## src/touch_adc_cfg.svh

```systemverilog
/*
 * Constants of the touch converter serial control: control byte layout,
 * serial phase counts, channel codes and reset values.
 * Assumes inclusion by bare name from the design files under src/.
 */
`ifndef TOUCH_ADC_CFG_SVH
`define TOUCH_ADC_CFG_SVH

// control byte fields, most significant bit first on the wire
`define CMD_START_POS 7
`define CMD_CH_MSB 6
`define CMD_CH_LSB 4
`define CMD_MODE_POS 3
`define CMD_REF_POS 2
`define CMD_PD_HI_POS 1
`define CMD_PD_LO_POS 0

// count of bits held after the start bit when acquisition / byte end
`define CMD_ACQ_COUNT 3'h2
`define CMD_DONE_COUNT 3'h6
`define CMD_COUNT_STEP 3'h1

// result lengths in serial clocks
`define RESULT_BITS_12 4'hC
`define RESULT_BITS_8 4'h8
`define RESULT_LAST 4'h1
`define RESULT_STEP 4'h1

// channel codes that drive the touch panel (Y, Z1, Z2, X)
`define CH_TOUCH_Y 3'h1
`define CH_TOUCH_Z1 3'h3
`define CH_TOUCH_Z2 3'h4
`define CH_TOUCH_X 3'h5

// reset values
`define PD_RESET 2'h0
`define CH_RESET 3'h0
`define BYTE_RESET 8'h00
`define RESULT_RESET 12'h000
`define REF_ON_RESET 1'b0
`define PEN_EN_RESET 1'b1
// pin order {pen_sense, din, cs_n, sclk}; cs_n and pen_sense idle high
`define PIN_SYNC_RESET 4'hA
`define PIN_SCLK 0
`define PIN_CS_N 1
`define PIN_DIN 2
`define PIN_PEN 3

`endif

```

## src/touch_adc_pkg.sv

```systemverilog
/*
 * Types of the touch converter serial control.
 * Assumes nothing beyond a SystemVerilog compiler; compiled first.
 */
package touch_adc_pkg;
  typedef logic [2:0] channel_t;
  typedef logic [1:0] power_down_t;
  typedef logic [11:0] result_t;
  typedef logic [3:0] pins_t;
  typedef logic [7:0] ctrl_byte_t;
  typedef enum logic {CMD_WAIT, CMD_SHIFT} cmd_state_e;
  typedef enum logic [1:0] {
    CONV_IDLE,
    CONV_ARMED,
    CONV_SHIFT,
    CONV_EXTRA
  } conv_state_e;
endpackage

```

## src/pin_sync.sv

```systemverilog
/*
 * Two-flop synchroniser for the serial pins of the touch converter.
 * Assumes pins are asynchronous to clock_in; reset is already released
 * synchronously by the caller.
 */
`include "touch_adc_cfg.svh"

module pin_sync (
  input wire logic clock_in,
  input wire logic rst_n_in,
  input wire touch_adc_pkg::pins_t pins_in,
  output touch_adc_pkg::pins_t pins_out
);
  import touch_adc_pkg::*;

  pins_t meta;

  // meta feeds only the second stage
  always_ff @(posedge clock_in or negedge rst_n_in) begin
    if (!rst_n_in) begin
      meta <= `PIN_SYNC_RESET;
      pins_out <= `PIN_SYNC_RESET;
    end else begin
      meta <= pins_in;
      pins_out <= meta;
    end
  end
endmodule

```

## src/touch_adc_serial_control.sv

```systemverilog
/*
 * Serial command and conversion sequencing of a resistive touch screen
 * converter: control byte decode, acquire/hold phases, result shifting,
 * power-down, reference and pen interrupt control.
 * Assumes clock_in at 40 MHz, well above the serial clock so that every
 * serial edge is seen after synchronisation; the analogue core presents
 * its conversion result on result_in when busy rises.
 */
// Functional notes
// - a full conversion takes three eight-clock transfers, 24 clocks
// - acquisition starts after channel bits; conversion four clocks later
// - conversion holds the sample; single-ended mode turns drivers off
// - conversion runs over the twelve clocks after the control byte
// - ratiometric mode keeps drivers on and uses a thirteenth clock
// - result output held low during the three padding clocks
// - command input ignored until a high start bit arrives
// - byte order: start, channel, resolution, reference, power-down
// - channel and reference bits steer mux, drivers and reference
// - resolution bit low gives twelve bits, high gives eight
// - reference bit high single-ended, low ratiometric across drivers
// - new byte may start every 15th (12-bit) or 11th (8-bit) clock
// - reference power latched at busy rise; extra byte turns it off
// - power-down 00: low power between conversions, pen irq enabled
// - power-down 01: reference off, converter on, pen irq disabled
// - power-down 10: reference on, converter off, pen irq enabled
// - power-down 11: all powered, pen irq disabled
// - reference power independent of converter power
// - pen irq re-enabled at end of conversion when last byte had 0
// - pen irq forced low for touch channels, high for others
// - eight-bit mode completes four clocks sooner
`include "touch_adc_cfg.svh"

module touch_adc_serial_control (
  input wire logic clock_in,
  input wire logic rst_n_in,
  input wire logic conversion_serial_clock_in,
  input wire logic chip_select_n_in,
  input wire logic command_data_in,
  input wire logic pen_sense_n_in,
  input wire touch_adc_pkg::result_t result_in,
  output logic result_data_out,
  output logic result_oe_n_out,
  output logic busy_out,
  output logic busy_oe_n_out,
  output touch_adc_pkg::channel_t channel_select_out,
  output logic reference_select_out,
  output logic resolution_8bit_out,
  output touch_adc_pkg::power_down_t power_down_select_out,
  output logic acquire_out,
  output logic sample_hold_out,
  output logic panel_drivers_on_out,
  output logic y_minus_switch_out,
  output logic reference_power_on_out,
  output logic converter_power_on_out,
  output logic pen_touch_irq_out
);
  import touch_adc_pkg::*;

  logic [1:0] rst_pipe;
  logic rst_n;
  pins_t pins_raw;
  pins_t pins_s;
  logic sclk_prev;

  cmd_state_e cmd_state;
  logic [2:0] cmd_count;
  logic [5:0] cmd_bits;
  ctrl_byte_t ctl_byte;
  channel_t acq_channel;

  conv_state_e conv_state;
  logic [3:0] conv_left;
  result_t result_sr;
  logic busy;
  logic dout;
  logic acquire;
  logic hold;
  logic ref_on;
  logic pen_enable;

  // release of the asynchronous reset is synchronised here
  always_ff @(posedge clock_in or negedge rst_n_in) begin
    if (!rst_n_in) begin
      rst_pipe <= 2'h0;
    end else begin
      rst_pipe <= {rst_pipe[0], 1'b1};
    end
  end
  assign rst_n = rst_pipe[1];

  assign pins_raw = {pen_sense_n_in, command_data_in, chip_select_n_in,
                     conversion_serial_clock_in};

  pin_sync u_pin_sync (
    .clock_in(clock_in),
    .rst_n_in(rst_n),
    .pins_in(pins_raw),
    .pins_out(pins_s)
  );

  wire sclk_s = pins_s[`PIN_SCLK];
  wire cs_active = ~pins_s[`PIN_CS_N];
  wire din_s = pins_s[`PIN_DIN];
  wire pen_s = pins_s[`PIN_PEN];

  always_ff @(posedge clock_in or negedge rst_n) begin
    if (!rst_n) begin
      sclk_prev <= 1'b0;
    end else begin
      sclk_prev <= sclk_s;
    end
  end

  // serial clock edges only count while the frame is open
  wire sclk_rise = cs_active & sclk_s & ~sclk_prev;
  wire sclk_fall = cs_active & ~sclk_s & sclk_prev;

  // command byte decode
  wire start_seen = sclk_rise & (cmd_state == CMD_WAIT) & din_s;
  wire shift_en = sclk_rise & (cmd_state == CMD_SHIFT);
  wire acq_begin = shift_en & (cmd_count == `CMD_ACQ_COUNT);
  wire byte_done = shift_en & (cmd_count == `CMD_DONE_COUNT);
  wire [7:0] next_byte = {1'b1, cmd_bits, din_s};
  wire [2:0] next_acq_channel = {cmd_bits[1:0], din_s};
  wire [2:0] next_cmd_count = cmd_count + `CMD_COUNT_STEP;

  // fields of the byte in force
  wire [2:0] ctl_channel = ctl_byte[`CMD_CH_MSB:`CMD_CH_LSB];
  wire ctl_mode = ctl_byte[`CMD_MODE_POS];
  wire ctl_ser = ctl_byte[`CMD_REF_POS];
  wire ctl_pd_hi = ctl_byte[`CMD_PD_HI_POS];
  wire ctl_pd_lo = ctl_byte[`CMD_PD_LO_POS];

  // eight-bit mode is four clocks shorter
  wire [3:0] result_len = ctl_mode ? `RESULT_BITS_8 : `RESULT_BITS_12;

  wire busy_edge = sclk_fall & (conv_state == CONV_ARMED);
  wire bit_edge = sclk_fall & (conv_state == CONV_SHIFT);
  wire eoc = bit_edge & (conv_left == `RESULT_LAST);
  wire extra_edge = sclk_fall & (conv_state == CONV_EXTRA);
  wire [3:0] next_conv_left = conv_left - `RESULT_STEP;

  always_ff @(posedge clock_in or negedge rst_n) begin
    if (!rst_n) begin
      cmd_state <= CMD_WAIT;
      cmd_count <= 3'h0;
      cmd_bits <= 6'h00;
    end else if (!cs_active) begin
      cmd_state <= CMD_WAIT;
      cmd_count <= 3'h0;
    end else if (start_seen) begin
      cmd_state <= CMD_SHIFT;
      cmd_count <= 3'h0;
    end else if (shift_en) begin
      cmd_bits <= {cmd_bits[4:0], din_s};
      cmd_count <= next_cmd_count;
      if (byte_done) begin
        // free to take the next start bit while the conversion runs
        cmd_state <= CMD_WAIT;
      end
    end
  end

  // the byte in force changes only when a whole byte is in
  always_ff @(posedge clock_in or negedge rst_n) begin
    if (!rst_n) begin
      ctl_byte <= `BYTE_RESET;
      acq_channel <= `CH_RESET;
    end else begin
      if (byte_done) begin
        ctl_byte <= next_byte;
      end
      if (acq_begin) begin
        acq_channel <= next_acq_channel;
      end
    end
  end

  // conversion sequencer, run on serial falling edges
  always_ff @(posedge clock_in or negedge rst_n) begin
    if (!rst_n) begin
      conv_state <= CONV_IDLE;
      conv_left <= 4'h0;
      result_sr <= `RESULT_RESET;
      busy <= 1'b0;
      dout <= 1'b0;
    end else if (!cs_active) begin
      conv_state <= CONV_IDLE;
      busy <= 1'b0;
      dout <= 1'b0;
    end else if (byte_done) begin
      conv_state <= CONV_ARMED;
    end else begin
      case (conv_state)
        CONV_ARMED: begin
          if (busy_edge) begin
            busy <= 1'b1;
            dout <= 1'b0;
            conv_left <= result_len;
            result_sr <= result_in;
            conv_state <= CONV_SHIFT;
          end
        end
        CONV_SHIFT: begin
          if (bit_edge) begin
            busy <= 1'b0;
            dout <= result_sr[11];
            result_sr <= {result_sr[10:0], 1'b0};
            conv_left <= next_conv_left;
            if (eoc) begin
              conv_state <= ctl_ser ? CONV_IDLE : CONV_EXTRA;
            end
          end
        end
        CONV_EXTRA: begin
          if (extra_edge) begin
            dout <= 1'b0;
            conv_state <= CONV_IDLE;
          end
        end
        default: begin
          if (sclk_fall) begin
            dout <= 1'b0;
          end
        end
      endcase
    end
  end

  // acquire from channel bits to byte end, then hold until conversion ends
  wire hold_end = (eoc & ctl_ser) | extra_edge;
  always_ff @(posedge clock_in or negedge rst_n) begin
    if (!rst_n) begin
      acquire <= 1'b0;
      hold <= 1'b0;
    end else if (!cs_active) begin
      acquire <= 1'b0;
      hold <= 1'b0;
    end else if (byte_done) begin
      acquire <= 1'b0;
      hold <= 1'b1;
    end else if (acq_begin) begin
      acquire <= 1'b1;
    end else if (hold_end) begin
      hold <= 1'b0;
    end
  end

  // power state; kept across frames since it is the device's mode
  always_ff @(posedge clock_in or negedge rst_n) begin
    if (!rst_n) begin
      ref_on <= `REF_ON_RESET;
      pen_enable <= `PEN_EN_RESET;
    end else begin
      if (busy_edge) begin
        ref_on <= ctl_pd_hi;
      end
      if (byte_done & next_byte[`CMD_PD_LO_POS]) begin
        pen_enable <= 1'b0;
      end else if (eoc & ~ctl_pd_lo) begin
        pen_enable <= 1'b1;
      end
    end
  end

  // output decode
  wire [2:0] meas_channel = hold ? ctl_channel : acq_channel;
  wire touch_ch = (meas_channel == `CH_TOUCH_X) |
                  (meas_channel == `CH_TOUCH_Y) |
                  (meas_channel == `CH_TOUCH_Z1) |
                  (meas_channel == `CH_TOUCH_Z2);
  wire measuring = acquire | hold;
  // single-ended drops the drivers at hold, ratiometric keeps them
  wire next_drivers = touch_ch & (acquire | (hold & ~ctl_ser));
  // between conversions, with pen irq enabled, the Y- switch grounds the panel for pen sensing
  wire next_y_minus = ~measuring & pen_enable;
  wire next_conv_power = ctl_pd_lo | measuring;
  wire next_pen_irq = measuring ? ~touch_ch :
                      (pen_enable ? pen_s : 1'b1);

  always_ff @(posedge clock_in or negedge rst_n) begin
    if (!rst_n) begin
      result_data_out <= 1'b0;
      result_oe_n_out <= 1'b1;
      busy_out <= 1'b0;
      busy_oe_n_out <= 1'b1;
      channel_select_out <= `CH_RESET;
      reference_select_out <= 1'b0;
      resolution_8bit_out <= 1'b0;
      power_down_select_out <= `PD_RESET;
      acquire_out <= 1'b0;
      sample_hold_out <= 1'b0;
      panel_drivers_on_out <= 1'b0;
      y_minus_switch_out <= 1'b0;
      reference_power_on_out <= `REF_ON_RESET;
      converter_power_on_out <= 1'b0;
      pen_touch_irq_out <= 1'b1;
    end else begin
      result_data_out <= dout;
      result_oe_n_out <= ~cs_active;
      busy_out <= busy;
      busy_oe_n_out <= ~cs_active;
      channel_select_out <= meas_channel;
      reference_select_out <= ctl_ser;
      resolution_8bit_out <= ctl_mode;
      power_down_select_out <= {ctl_pd_hi, ctl_pd_lo};
      acquire_out <= acquire;
      sample_hold_out <= hold;
      panel_drivers_on_out <= next_drivers;
      y_minus_switch_out <= next_y_minus;
      reference_power_on_out <= ref_on;
      converter_power_on_out <= next_conv_power;
      pen_touch_irq_out <= next_pen_irq;
    end
  end
endmodule

```

## config.mk

```make
export PLATFORM = sky130hd
export DESIGN_NAME = touch_adc_serial_control
export DESIGN_NICKNAME = d
export VERILOG_FILES = /design/src/touch_adc_pkg.sv /design/src/pin_sync.sv /design/src/touch_adc_serial_control.sv
export VERILOG_INCLUDE_DIRS = /design/src /design/src/src
export SDC_FILE = /design/constraint.sdc
export NUM_CORES = 1
export LEC_CHECK = 0
export BUFFER_PORTS_ARGS = -buffer_cell sky130_fd_sc_hd__buf_2
export CAP_MARGIN = 10
export CELL_PAD_IN_SITES_DETAIL_PLACEMENT = 0
export CELL_PAD_IN_SITES_GLOBAL_PLACEMENT = 2
export CORE_ASPECT_RATIO = 0.75
export CORE_MARGIN = 1.5
export CORE_UTILIZATION = 41
export DETAILED_ROUTE_END_ITERATION = 16
export HOLD_SLACK_MARGIN = 0.08
export PLACE_DENSITY = 0.86
export SLEW_MARGIN = 20
export SYNTH_ARGS = -nofsm -noshare
export SYNTH_HDL_FRONTEND = slang
export SYNTH_HIERARCHICAL = 1
export SYNTH_SLANG_ARGS = --single-unit
```

## constraint.sdc

```tcl
create_clock -name clock_in -period 3.6 [get_ports clock_in]
set_input_delay 1.08 -clock clock_in [delete_from_list [all_inputs] [get_ports clock_in]]
set_output_delay 1.08 -clock clock_in [all_outputs]
set_load 0.03 [all_outputs]
```

# Yosys cells after proc, flatten, opt, wreduce, memory -nomap -nowiden
# Index checks and enable logic that the tools add are counted.
# word_totals
reg_bits	72
input_bits	18
output_inout_bits	18
wordCells	153
# op_classes
n_addsub	2
eq_ne	21
muxes	46
n_bitwise	36
reduce_logical	16
# op_table
operator	count
$mux W1	25
$mux W12	2
$pmux W12 S2	1
$and A1 B1 Y1	19
$ne A4 B3 Y1 const B	4
$mux W3	5
$reduce_and A5 Y1	3
$reduce_bool A3 Y1	5
$mux W2	7
$not A1 Y1	10
$reduce_bool A5 Y1	2
$eq A3 B3 Y1 const B	3
$ne A3 B2 Y1 const B	3
$mux W4	2
$pmux W4 S2	1
$or A1 B1 Y1	7
$eq A3 B2 Y1 const B	2
$pmux W2 S3	1
$eq A2 B2 Y1 const B	2
$eq A4 B1 Y1 const B	1
$ne A2 B2 Y1 const B	2
$reduce_and A2 Y1	2
$reduce_and A4 Y1	1
$reduce_bool A2 Y1	2
other kinds (9)	9

# Longest topological paths before layout
# Gate-level depths: netlist of the first run.
# depth
ltp_word	11
ltp_mapped	8

# By module
# The synthesis of the first run kept the hierarchy.
# by_module_without_submodules
module	instances	cells_each	area_per_inst_um2	seq_area_each_um2
touch_adc_serial_control	1	234	2708.8	1605.3
pin_sync	1	8	205.2	205.2

# Worst setup path before layout of the first run
# OpenSTA, ideal clock, no wires.
# synth_path
kind	reg-to-output
startpoint	register busy_oe_n_out (netlist name)
endpoint	output result_oe_n_out
arrival_ns	0.786
path_slack_ns	1.734
path_stages_with_launch	2
n_path_buf	1
cell_sequence	dfstp_2 > buf_4
# synth_rtl
item	line	source
end: declaration	touch_adc_serial_control.sv:42	output logic result_oe_n_out,

# Worst setup path after layout of the first run
# layout_path
startpoint	register conv_state[0]
endpoint	register hold
# layout_via
elab_chain_len	7
# layout_lines
item	line	source
start: declaration	touch_adc_serial_control.sv:71	conv_state_e conv_state;
start signal: assignment	touch_adc_serial_control.sv:211	conv_state <= ctl_ser ? CONV_IDLE : CONV_EXTRA;
$eq A2 B2 Y1	touch_adc_serial_control.sv:138	wire bit_edge = sclk_fall & (conv_state == CONV_SHIFT);
$and A1 B1 Y1	touch_adc_serial_control.sv:138	
$and A1 B1 Y1	touch_adc_serial_control.sv:139	wire eoc = bit_edge & (conv_left == `RESULT_LAST);
$and A1 B1 Y1	touch_adc_serial_control.sv:231	wire hold_end = (eoc & ctl_ser) | extra_edge;
$or A1 B1 Y1 (*)	touch_adc_serial_control.sv:231	
$reduce_bool A3 Y1 (no source line) (*)	-	
$reduce_and A2 Y1 (no source line) (*)	-	
end signal: assignment	touch_adc_serial_control.sv:235	hold <= 1'b0;
end signal: assignment	touch_adc_serial_control.sv:238	hold <= 1'b0;
end signal: assignment	touch_adc_serial_control.sv:241	hold <= 1'b1;
end: declaration	touch_adc_serial_control.sv:77	logic hold;
# Mark *: on every way between the ends. The rest lies on a longest branch, timed or not.
# A chain may end at the register's enable or synchronous reset.

==> results of run 1 <==
[routing by layer]
layer,GRT usage [%],vias up,wire (um)
met1,23.85,888,2813
met4,7.606,0,99
met2,18.57,41,2029
met3,4.679,12,227
li1,-,901,-
met5,0,-,0
[how the worst max path moves through the flow]
stage	depth (start not counted)	end	slack, ns	startpoint
final	6	hold	1.32	conv_state[0]
after global routing	6	hold	1.10	conv_state[0]
after CTS	6	hold	1.30	conv_state[0]
after detailed placement	6	hold	1.31	conv_state[0]
after global placement	6	hold	1.42	conv_state[0]
after floorplan	0	acq_channel[0]	1.46	rst_pipe[1]
[metrics by stage]
stage               hold WS, ns  cell area (sq um)
finish                   0.2346               3379
global route             0.2842               3379
CTS                      0.2616               3379
detailed placement       0.2579               3143
global placement         0.2485               3143
floorplan                0.3312               2914
[logic make-up after synthesis]
family | Yosys count
DFF | 72
buffers and inverters | 24
and+or+nand+nor | 79
AOI/OAI and AO/OA | 39
other | 1
muxes | 20
adders and majority gates | 7
[where the power goes]
part           switching [mW]  internal (mW)
registers              0.0931          0.945
clock network           0.287          0.461
logic                   0.222          0.188
[synthesized netlist by cell type (all sizes together)]
master	count	area (sq um)
o21a	1	7.510
o22ai	1	6.260
nand3	2	10.01
a21oi	9	45.04
nand2b	1	6.260
nor2b	2	12.51
and2b	2	15.01
o22a	1	8.760
mux2i	7	70.07
mux2	13	146.4
o21ai	6	30.03
o31ai	3	22.52
nor2	22	82.58
nor3b	1	12.51
a22oi	2	15.01
clkbuf	6	22.52
and4bb	1	12.51
ha	7	87.58
conb	1	3.750
dfrtp	65	1627
o32ai	1	16.27
inv	12	45.04
or3b	2	17.52
o221a	9	101.4
a211oi	4	35.03
nor3	3	15.01
nand3b	3	22.52
buf	6	45.04
and3	1	6.260
and2	3	18.77
a41o	1	10.01
or3	1	6.260
dfstp	7	183.9
nand2	32	120.1
or2	2	12.52
nor4	1	6.260
a311oi	1	8.760
[layout by cell type (no fill, tap or decap), drive strengths merged, types with 4 or more instances in the layout]
cell,n
dfstp,7
o221a,9
inv,12
clkbuf,11
buf,37
mux2,13
dfrtp,65
ha,7
a211oi,4
nor2,22
mux2i,7
a21oi,9
nand2,32
o21ai,6
[sequential cells by signal, summed over array words and instances (netlist names), 4 cells and up]
register	flops
u_pin_sync/meta	4
ctl_byte	7
result_sr	12
u_pin_sync/pins_out	4
cmd_bits	6
conv_left	4
[layout make-up]
type                    count  area share, %
flip-flops and latches     72          53.61
multi-input cells         146          29.32
repair buffers             37          5.628
clock buffers              11          3.887
clock inverters             5          3.110
well taps                  84          3.110
inverters                  12          1.333
==> impl_metrics.sql, run 1 <==
INSERT INTO impl_metrics (metric_group, metric, value, unit) VALUES
('logic_synthesis', 'synth_compound_area_share', '10.52', '%'),
('drt', 'drt-wirelength-per-cell', '14.09', 'um'),
('clock_tree', 'hold_fix_buffers_at_cts', '0', ''),
('logic_synthesis', 'part_of_the_yosys_area_used_for_sequential_elements', '62.13', '%'),
('die', 'dieWidth', '100.3', 'um'),
('die', 'placeableCoreArea', '6832', 'sq um'),
('placed_design', 'final_hpwl_from_detailed_placement', '3464', 'um'),
('pwr', 'report.power.total', '2.196', 'mW'),
('timing', 'max-slew-margin-rel', '53.12', '%'),
('layout', 'final_core_density', '49.47', '%'),
('placed_design', 'io_buffer_count', '35', ''),
('timing', 'grt_setup_unrepaired', 'no', ''),
('setup_path', 'timing.critical_path.to_type', 'flip-flop', ''),
('clock_tree', 'tritoncts.num_buffers', '9', ''),
('setup_path', 'worst-r2r-setup-slack', '1.32', 'ns'),
('timing', 'fmax', '0.4387', 'GHz'),
('drt', 'drt_drc_violations_left', '0', ''),
('logic_synthesis', 'synth_mux_area_share', '7.428', '%'),
('timing', 'finalWorstPathRequiredPeriod', '2.280', 'ns'),
('logic_synthesis', 'synth_simple_gate_area_share', '12.92', '%'),
('setup_path', 'reg2reg_to', 'hold', ''),
('clock_tree', 'clock_latency', '0.34', 'ns'),
('layout', 'final-seq-area', '1812', 'sq um'),
('die', 'boundaryPins', '36', ''),
('run_status', 'status', 'complete, no violations', ''),
('drt', 'drt_pass1_iterations', '4', ''),
('drt', 'totalWireLength', '5170', 'um'),
('timing', 'timing.final.ws_setup', '1.320', 'ns'),
('clock_tree', 'h-tree-depth', '3', ''),
('die', 'initial_core_util', '42.66', '%'),
('logic_synthesis', 'yosys.area_share.adder', '3.006', '%'),
('setup_path', 'crit_slowest_cell', 'sky130_fd_sc_hd__ha_1', ''),
('setup_path', 'critical_path.cell_chain', 'inv_1 > ha_1 > inv_1 > or2_1 > o31ai_1 > o31ai_1', ''),
('layout', 'number_of_antenna_repair_diodes', '0', ''),
('timing', 'fin_crit_sh', '63.32', '%'),
('placed_design', 'place.detailed.instances', '351', ''),
('setup_path', 'cp_data_required_time', '3.80', 'ns'),
('setup_path', 'path_class', 'flip-flop to flip-flop', ''),
('logic_synthesis', 'synth_nets', '267', ''),
('grt', 'grt_max_degree', '48', ''),
('clock_tree', 'post-cts-setup-buffer-count', '0', ''),
('clock_tree', 'clock_tree.buffer_depth', '2', ''),
('timing', 'worst-slew-pin-transition', '0.7032', 'ns'),
('setup_path', 'critical_path.reg2reg.startpoint', 'conv_state[0]', ''),
('pwr', 'power.density_cell_area', '649.9', 'nW/um^2'),
('setup_path', 'cp-start-kind', 'flip-flop', ''),
('die', 'placementRows', '26', ''),
('logic_synthesis', 'synth.distinct_cells', '43', ''),
('die', 'die_h', '76.01', 'um'),
('timing', 'final-setup-viol-count', '0', ''),
('layout', 'fillCellCount', '632', ''),
('drt', 'drtAntennaViolNets', '0', ''),
('clock_tree', 'ctsRootBufferMaster', 'sky130_fd_sc_hd__clkbuf_8', ''),
('layout', 'area_overhead_vs_synth', '15.97', '%'),
('timing', 'final_hold_viol_count', '0', ''),
('logic_synthesis', 'synth-warning-count', '6', ''),
('logic_synthesis', 'synth_top_family_by_area', 'simple AND/OR/NAND/NOR gates', ''),
('setup_path', 'critical_path.n_buffers_inverters', '2', ''),
('flow_run', 'cap_viol_max_count', '0', ''),
('logic_synthesis', 'synthXorXnorAreaFrac', '0', '%'),
('clock_tree', 'cts_tree', 'done', ''),
('logic_synthesis', 'synth-seq-cells', '72', ''),
('setup_path', 'worst_path_largest_cell_delay', '0.61', 'ns'),
('grt', 'grt_antenna_before_repair', '0', ''),
('placed_design', 'pre_cts_slack', '1.314', 'ns'),
('setup_path', 'worst_r2r_path_depth', '6', ''),
('grt', 'gr-usage-all-layers', '15.24', '%'),
('timing', 'setup_total_negative_slack', '0', 'ns'),
('timing', 'number_of_max_slew_violations_in_the_final_report', '0', ''),
('logic_synthesis', 'netlist_area', '2914', 'sq um'),
('grt', 'first_global_vias', '1740', '');
No activity file was read; power rests on OpenSTA's default activity.
==> run 2: changes to the inputs <==
--- a/config.mk
+++ b/config.mk
@@ -12,10 +12,10 @@
 export CELL_PAD_IN_SITES_GLOBAL_PLACEMENT = 2
 export CORE_ASPECT_RATIO = 0.75
 export CORE_MARGIN = 1.5
-export CORE_UTILIZATION = 41
+export CORE_UTILIZATION = 35
 export DETAILED_ROUTE_END_ITERATION = 16
 export HOLD_SLACK_MARGIN = 0.08
-export PLACE_DENSITY = 0.86
+export PLACE_DENSITY = 0.78
 export SLEW_MARGIN = 20
 export SYNTH_ARGS = -nofsm -noshare
 export SYNTH_HDL_FRONTEND = slang
==> constraint.sdc (replaced) <==
create_clock -name clock_in -period 2 [get_ports clock_in]
set_input_delay 0.6 -clock clock_in [delete_from_list [all_inputs] [get_ports clock_in]]
set_output_delay 0.6 -clock clock_in [all_outputs]
set_load 0.03 [all_outputs]
==> run 2 against run 1 <==
Compared with the run above: sequential power grew 78%; register-to-register slack worse by 1.1 ns; non-clock buffer count rose by 7; clock skew is 0.0011 ns lower; sequential cell count is the same; critical path type unchanged; critical endpoint is now conv_state[0]; largest cell class unchanged.
==> impl_metrics.sql, run 2 (synthesized netlist as in run 1, its figures left out) <==
INSERT INTO impl_metrics (metric_group, metric, value, unit) VALUES
('timing', 'worst-slew-pin-transition', '0.5003', 'ns'),
('layout', 'final_core_density', '43.75', '%'),
('timing', 'final-setup-viol-count', '0', ''),
('timing', 'number_of_max_slew_violations_in_the_final_report', '0', ''),
('drt', 'post_drt_via_cell_ratio', '4.613', ''),
('setup_path', 'path_class', 'flip-flop to flip-flop', ''),
('layout', 'number_of_antenna_repair_diodes', '0', ''),
('timing', 'finalWorstPathRequiredPeriod', '1.824', 'ns'),
('drt', 'drtIter0Drc', '97', ''),
('pwr', 'ir_worst_vdd', '0.3875', 'mV'),
('drt', 'num_vias', '1822', ''),
('die', 'placeableCoreArea', '7988', 'sq um'),
('die', 'boundaryPins', '36', ''),
('clock_tree', 'h-tree-depth', '3', ''),
('layout', 'final_cell_mix', 'sky130_fd_sc_hd__dfrtp_1, sky130_fd_sc_hd__buf_2, sky130_fd_sc_hd__nand2_1', ''),
('placed_design', 'final_hpwl_from_detailed_placement', '3725', 'um'),
('grt', 'first_global_vias', '1708', ''),
('flow_run', 'cap_viol_max_count', '0', ''),
('clock_tree', 'cts_tree', 'done', ''),
('placed_design', 'routabilityCongestion', '0.7768', ''),
('clock_tree', 'path_clk_slew', '0.07', 'ns'),
('grt', 'grt_max_degree', '47', ''),
('timing', 'grt_setup_unrepaired', 'no', ''),
('min_path', 'holdCritPathClass', 'flip-flop to asynchronous set/reset pin', ''),
('die', 'dieWidth', '108.4', 'um'),
('drt', 'drtAntennaViolNets', '0', ''),
('die', 'placementRows', '28', ''),
('clock_tree', 'ctsResizeCount', '0', ''),
('die', 'die_h', '82.02', 'um'),
('timing', 'fin_crit_sh', '91.21', '%'),
('layout', 'area_overhead_vs_synth', '19.92', '%'),
('timing', 'setup_total_negative_slack', '0', 'ns'),
('drt', 'detail_route.wirelength.met1', '2923', 'um'),
('clock_tree', 'tritoncts_num_sinks', '72', ''),
('layout', 'top_register', 'result_sr', ''),
('layout', 'finish.cell_count_without_fillers', '395', ''),
('drt', 'dr_wl_met2', '2130', 'um'),
('setup_path', 'cp_data_required_time', '2.23', 'ns'),
('placed_design', 'io_buffer_count', '35', ''),
('clock_tree', 'clock_tree.buffer_depth', '2', ''),
('layout', 'reg_top3', 'result_sr: 12 flops, ctl_byte: 7 flops, cmd_bits: 6 flops', ''),
('setup_path', 'path_max_fanout', '3', ''),
('die', 'initial_core_util', '36.48', '%'),
('grt', 'first_pass_grt_wire_length', '8976', 'um'),
('grt', 'globalRouteOverflowTotal', '0', ''),
('clock_tree', 'ctsRootBufferMaster', 'sky130_fd_sc_hd__clkbuf_8', ''),
('drt', 'met3WireLength', '255', 'um'),
('placed_design', 'place.detailed.instances', '378', ''),
('pwr', 'power.leakage', '1.694', 'nW'),
('drt', 'drt_drc_violations_left', '0', ''),
('grt', 'grt_antenna_before_repair', '0', ''),
('layout', 'largest_reg_flops', '12', ''),
('layout', 'layout_commonest_cell', 'sky130_fd_sc_hd__dfrtp_1', ''),
('timing', 'fmax', '0.5482', 'GHz'),
('clock_tree', 'hold_fix_buffers_at_cts', '1', ''),
('layout', 'nNetsFinal', '310', ''),
('clock_tree', 'clock_latency', '0.35', 'ns'),
('run_status', 'status', 'complete, no violations', ''),
('clock_tree', 'tritoncts.num_buffers', '9', ''),
('timing', 'timing.clock.skew', '0.007344', 'ns'),
('drt', 'drt_pass1_iterations', '4', ''),
('die', 'die_area', '8888', 'sq um'),
('pwr', 'power.density_cell_area', '1152', 'nW/um^2'),
('timing', 'max-slew-margin-rel', '66.65', '%'),
('grt', 'gr-usage-all-layers', '13.88', '%'),
('placed_design', 'postPlaceCellArea', '3239', 'sq um'),
('layout', 'final_layout_size_suffix_gt1_share', '28.62', '%'),
('setup_path', 'cp-start-kind', 'flip-flop', ''),
('layout', 'post-route-cell-area', '3495', 'sq um'),
('setup_path', 'worstPathArrival', '2.05', 'ns'),
('timing', 'fin_worst_hold_slack', '0.2493', 'ns'),
('drt', 'totalWireLength', '5343', 'um'),
('timing', 'final_hold_viol_count', '0', ''),
('setup_path', 'timing.critical_path.to_type', 'flip-flop', ''),
('drt', 'drt-wirelength-per-cell', '13.53', 'um'),
('drt', 'top_layer_used', 'met4', ''),
('clock_tree', 'post-cts-setup-buffer-count', '0', '');
-- run 2: cell count changes in the layout (fill, tap and decap cells not counted), sizes merged --
cell and delta:
buf +6, clkinv +2, clkinvlp -2, dlygate4sd3 +1
-- run 2: power breakdown --
group | internal (mW) | switching [mW]
registers | 1.70 | 0.151
logic | 0.372 | 0.417
clock network | 0.863 | 0.521
-- run 2: final timing paths --
kind,start,end,slack [ns],cells after the start
max in group asynchronous,rst_n_in,rst_pipe[1],1.34,2
worst min register to register,rst_pipe[1],power_down_select_out[1],0.25,1
worst min-delay path,rst_pipe[1],power_down_select_out[1],0.25,1
worst max-delay path,conv_left[1],conv_state[0],0.18,6
min in group clock_in,u_pin_sync/meta[0],u_pin_sync/pins_out[0],0.35,0
worst max register to register,conv_left[1],conv_state[0],0.18,6
-- run 2: critical path, cell delays in order (launching register included) --
cell and delay, ns:
sky130_fd_sc_hd__dfrtp_1 0.38, sky130_fd_sc_hd__inv_1 0.10, sky130_fd_sc_hd__ha_1 0.14, sky130_fd_sc_hd__or3b_1 0.40, sky130_fd_sc_hd__o21ai_0 0.22, sky130_fd_sc_hd__o32ai_2 0.14
sky130_fd_sc_hd__mux2_1 0.33
-- run 2: per-layer routing --
| metal | GRT usage, % | vias up |
|---|---|---|
| met5 | 0 | - |
| met4 | 6.316 | 0 |
| met3 | 5.238 | 6 |
| met2 | 16.90 | 32 |
| met1 | 21.01 | 875 |
| li1 | - | 909 |
-- run 2: cell type report --
cell class / count / area (sq um)
clock buffer: 11 / 141.4
clock inverter: 5 / 103.9
fill: 768 / 4493
inverter: 12 / 45.04
multi-input combinational: 146 / 991.0
sequential: 72 / 1812
tap: 105 / 131.4
timing repair buffer: 44 / 270.3
-- run 2: stage by stage --
step	power [mW]	worst slack, ns
3_3_place_gp	2.660	0.2312
3_5_place_dp	2.675	0.1623
6_report	4.025	0.1758
5_1_grt	4.282	0.05283
2_1_floorplan	2.437	0.2496
4_1_cts	4.083	0.1499
==> run 3: changes to the inputs <==
--- a/config.mk
+++ b/config.mk
@@ -10,8 +10,7 @@
 export CAP_MARGIN = 10
 export CELL_PAD_IN_SITES_DETAIL_PLACEMENT = 0
 export CELL_PAD_IN_SITES_GLOBAL_PLACEMENT = 2
-export CORE_ASPECT_RATIO = 0.75
-export CORE_MARGIN = 1.5
+export CORE_ASPECT_RATIO = 0.8
 export CORE_UTILIZATION = 35
 export DETAILED_ROUTE_END_ITERATION = 16
 export HOLD_SLACK_MARGIN = 0.08
@@ -21,3 +20,4 @@
 export SYNTH_HDL_FRONTEND = slang
 export SYNTH_HIERARCHICAL = 1
 export SYNTH_SLANG_ARGS = --single-unit
+export TNS_END_PERCENT = 100
==> run 3 against run 2 <==
Compared with the run above: sequential cell count unchanged; combinational power is 2% lower; count of clock-buffer cells in the layout decreased by 2; non-clock buffer count decreased by 1; global-route usage shrank 0.32 points; critical path type unchanged; critical endpoint unchanged; highest routed layer unchanged.
==> impl_metrics.sql, run 3 (synthesized netlist as in run 1, its figures left out) <==
INSERT INTO impl_metrics (metric_group, metric, value, unit) VALUES
('drt', 'drtIter0Drc', '74', ''),
('layout', 'layout_commonest_cell', 'sky130_fd_sc_hd__dfrtp_1', ''),
('layout', 'final_layout_size_suffix_gt1_share', '28.72', '%'),
('setup_path', 'timing.critical_path.to_type', 'flip-flop', ''),
('timing', 'max-slew-margin-rel', '65.62', '%'),
('min_path', 'holdCritPathClass', 'flip-flop to asynchronous set/reset pin', ''),
('layout', 'top_register', 'result_sr', ''),
('placed_design', 'io_buffer_count', '35', ''),
('clock_tree', 'ctsRootBufferMaster', 'sky130_fd_sc_hd__clkbuf_8', ''),
('layout', 'number_of_antenna_repair_diodes', '0', ''),
('drt', 'totalWireLength', '5246', 'um'),
('clock_tree', 'path_clk_slew', '0.08', 'ns'),
('clock_tree', 'clock_latency', '0.34', 'ns'),
('clock_tree', 'ctsResizeCount', '0', ''),
('drt', 'drt_pass1_iterations', '4', ''),
('clock_tree', 'tritoncts.num_buffers', '9', ''),
('die', 'dieWidth', '104.0', 'um'),
('drt', 'drt_drc_violations_left', '0', ''),
('timing', 'final_hold_viol_count', '0', ''),
('layout', 'nNetsFinal', '309', ''),
('run_status', 'status', 'complete, no violations', ''),
('setup_path', 'path_max_fanout', '3', ''),
('clock_tree', 'post-cts-setup-buffer-count', '0', ''),
('flow_run', 'cap_viol_max_count', '0', ''),
('timing', 'grt_setup_unrepaired', 'no', ''),
('timing', 'finalWorstPathRequiredPeriod', '1.817', 'ns'),
('clock_tree', 'hold_fix_buffers_at_cts', '1', ''),
('timing', 'timing.clock.skew', '0.007630', 'ns'),
('grt', 'first_global_vias', '1805', ''),
('setup_path', 'path_class', 'flip-flop to flip-flop', ''),
('placed_design', 'final_hpwl_from_detailed_placement', '3523', 'um'),
('drt', 'drtAntennaViolNets', '0', ''),
('setup_path', 'worstPathArrival', '2.04', 'ns'),
('drt', 'drt-wirelength-per-cell', '13.21', 'um'),
('timing', 'fmax', '0.5503', 'GHz'),
('clock_tree', 'clock_tree.buffer_depth', '2', ''),
('die', 'placeableCoreArea', '7983', 'sq um'),
('timing', 'final-setup-viol-count', '0', ''),
('clock_tree', 'h-tree-depth', '3', ''),
('timing', 'worst-slew-pin-transition', '0.5157', 'ns'),
('timing', 'number_of_max_slew_violations_in_the_final_report', '0', ''),
('layout', 'reg_top3', 'result_sr: 12 flops, ctl_byte: 7 flops, cmd_bits: 6 flops', ''),
('die', 'placementRows', '29', ''),
('grt', 'grt_max_degree', '63', ''),
('die', 'die_area', '8697', 'sq um'),
('setup_path', 'cp-start-kind', 'flip-flop', ''),
('drt', 'num_vias', '1853', ''),
('drt', 'post_drt_via_cell_ratio', '4.668', ''),
('timing', 'setup_total_negative_slack', '0', 'ns'),
('die', 'initial_core_util', '36.50', '%'),
('pwr', 'power.leakage', '1.690', 'nW'),
('placed_design', 'routabilityCongestion', '0.7224', ''),
('timing', 'fin_crit_sh', '90.87', '%'),
('setup_path', 'cp_data_required_time', '2.22', 'ns'),
('clock_tree', 'tritoncts_num_sinks', '72', ''),
('clock_tree', 'cts_tree', 'done', ''),
('pwr', 'power.density_cell_area', '1148', 'nW/um^2'),
('grt', 'grt_antenna_before_repair', '0', ''),
('layout', 'largest_reg_flops', '12', ''),
('die', 'die_h', '83.62', 'um'),
('die', 'boundaryPins', '36', ''),
('grt', 'globalRouteOverflowTotal', '0', ''),
('pwr', 'ir_worst_vdd', '0.4148', 'mV'),
('grt', 'first_pass_grt_wire_length', '9170', 'um'),
('grt', 'gr-usage-all-layers', '13.56', '%'),
('layout', 'final_core_density', '43.68', '%'),
('layout', 'area_overhead_vs_synth', '19.66', '%'),
('layout', 'final_cell_mix', 'sky130_fd_sc_hd__dfrtp_1, sky130_fd_sc_hd__buf_2, sky130_fd_sc_hd__nand2_1', '');
==> run 3: cell types whose count changed in the layout (fill, tap and decap cells not counted) <==
cell / before / now
sky130_fd_sc_hd__clkbuf_1: 1 / 0
sky130_fd_sc_hd__buf_4: 6 / 5
sky130_fd_sc_hd__clkinv_2: 1 / 2
sky130_fd_sc_hd__inv_6: 0 / 1
sky130_fd_sc_hd__clkbuf_8: 10 / 9
==> run 3: critical path, cell delays in order (launching register included) <==
cell                      delay (ns)
sky130_fd_sc_hd__dfrtp_1        0.38
sky130_fd_sc_hd__inv_1          0.09
sky130_fd_sc_hd__ha_1           0.14
sky130_fd_sc_hd__or3b_1         0.40
sky130_fd_sc_hd__o21ai_0        0.23
sky130_fd_sc_hd__o32ai_2        0.14
sky130_fd_sc_hd__mux2_1         0.32
==> run 3: cell type report <==
cell class | count | area (sq um)
clock buffers | 9 | 123.9
flip-flops and latches | 72 | 1812
clock inverters | 7 | 117.6
repair buffers | 43 | 262.8
fillers | 763 | 4496
inverters | 12 | 45.04
well taps | 108 | 135.1
multi-input cells | 146 | 991.0
==> run 3: final timing paths <==
check | start | to | slack (ns) | cells past startpoint
setup / recovery | conv_left[1] | conv_state[0] | 0.18 | 6
hold / removal | rst_pipe[1] | cmd_count[1] | 0.12 | 0
setup reg to reg | conv_left[1] | conv_state[0] | 0.18 | 6
hold reg to reg | rst_pipe[1] | cmd_count[1] | 0.12 | 0
max in group asynchronous | rst_pipe[1] | pen_touch_irq_out | 1.24 | 1
min in group clock_in | chip_select_n_in | u_pin_sync/meta[1] | 0.35 | 1
==> run 3: report_power, final <==
part | total, mW | switching [mW] | internal [mW]
combinational | 0.777 | 0.407 | 0.370
clock | 1.37 | 0.540 | 0.830
sequential | 1.85 | 0.154 | 1.70
total | 4.00 | 1.10 | 2.90
==> run 3: metal layers <==
layer / track usage (%) / routed length, um / up-vias
met5: 0 / 0 / -
met1: 20.04 / 2806 / 893
met4: 5.455 / 45 / 0
met3: 4.762 / 217 / 6
li1: - / - / 917
met2: 17.82 / 2176 / 37
==> run 3: per-stage QoR <==
| step | power [mW] | setup slack, ns | hold WS, ns | cell area [sq um] | instances |
|---|---|---|---|---|---|
| 2_1_floorplan | 2.437 | 0.2496 | 0.3044 | 2915 | 242 |
| 3_3_place_gp | 2.655 | 0.2334 | 0.1213 | 3236 | 380 |
| 3_5_place_dp | 2.669 | 0.1717 | 0.1258 | 3236 | 380 |
| 4_1_cts | 4.070 | 0.1509 | 0.1298 | 3487 | 397 |
| 5_1_grt | 4.251 | 0.04610 | 0.1457 | 3487 | 397 |
| 6_report | 4.002 | 0.1827 | 0.1221 | 3487 | 397 |
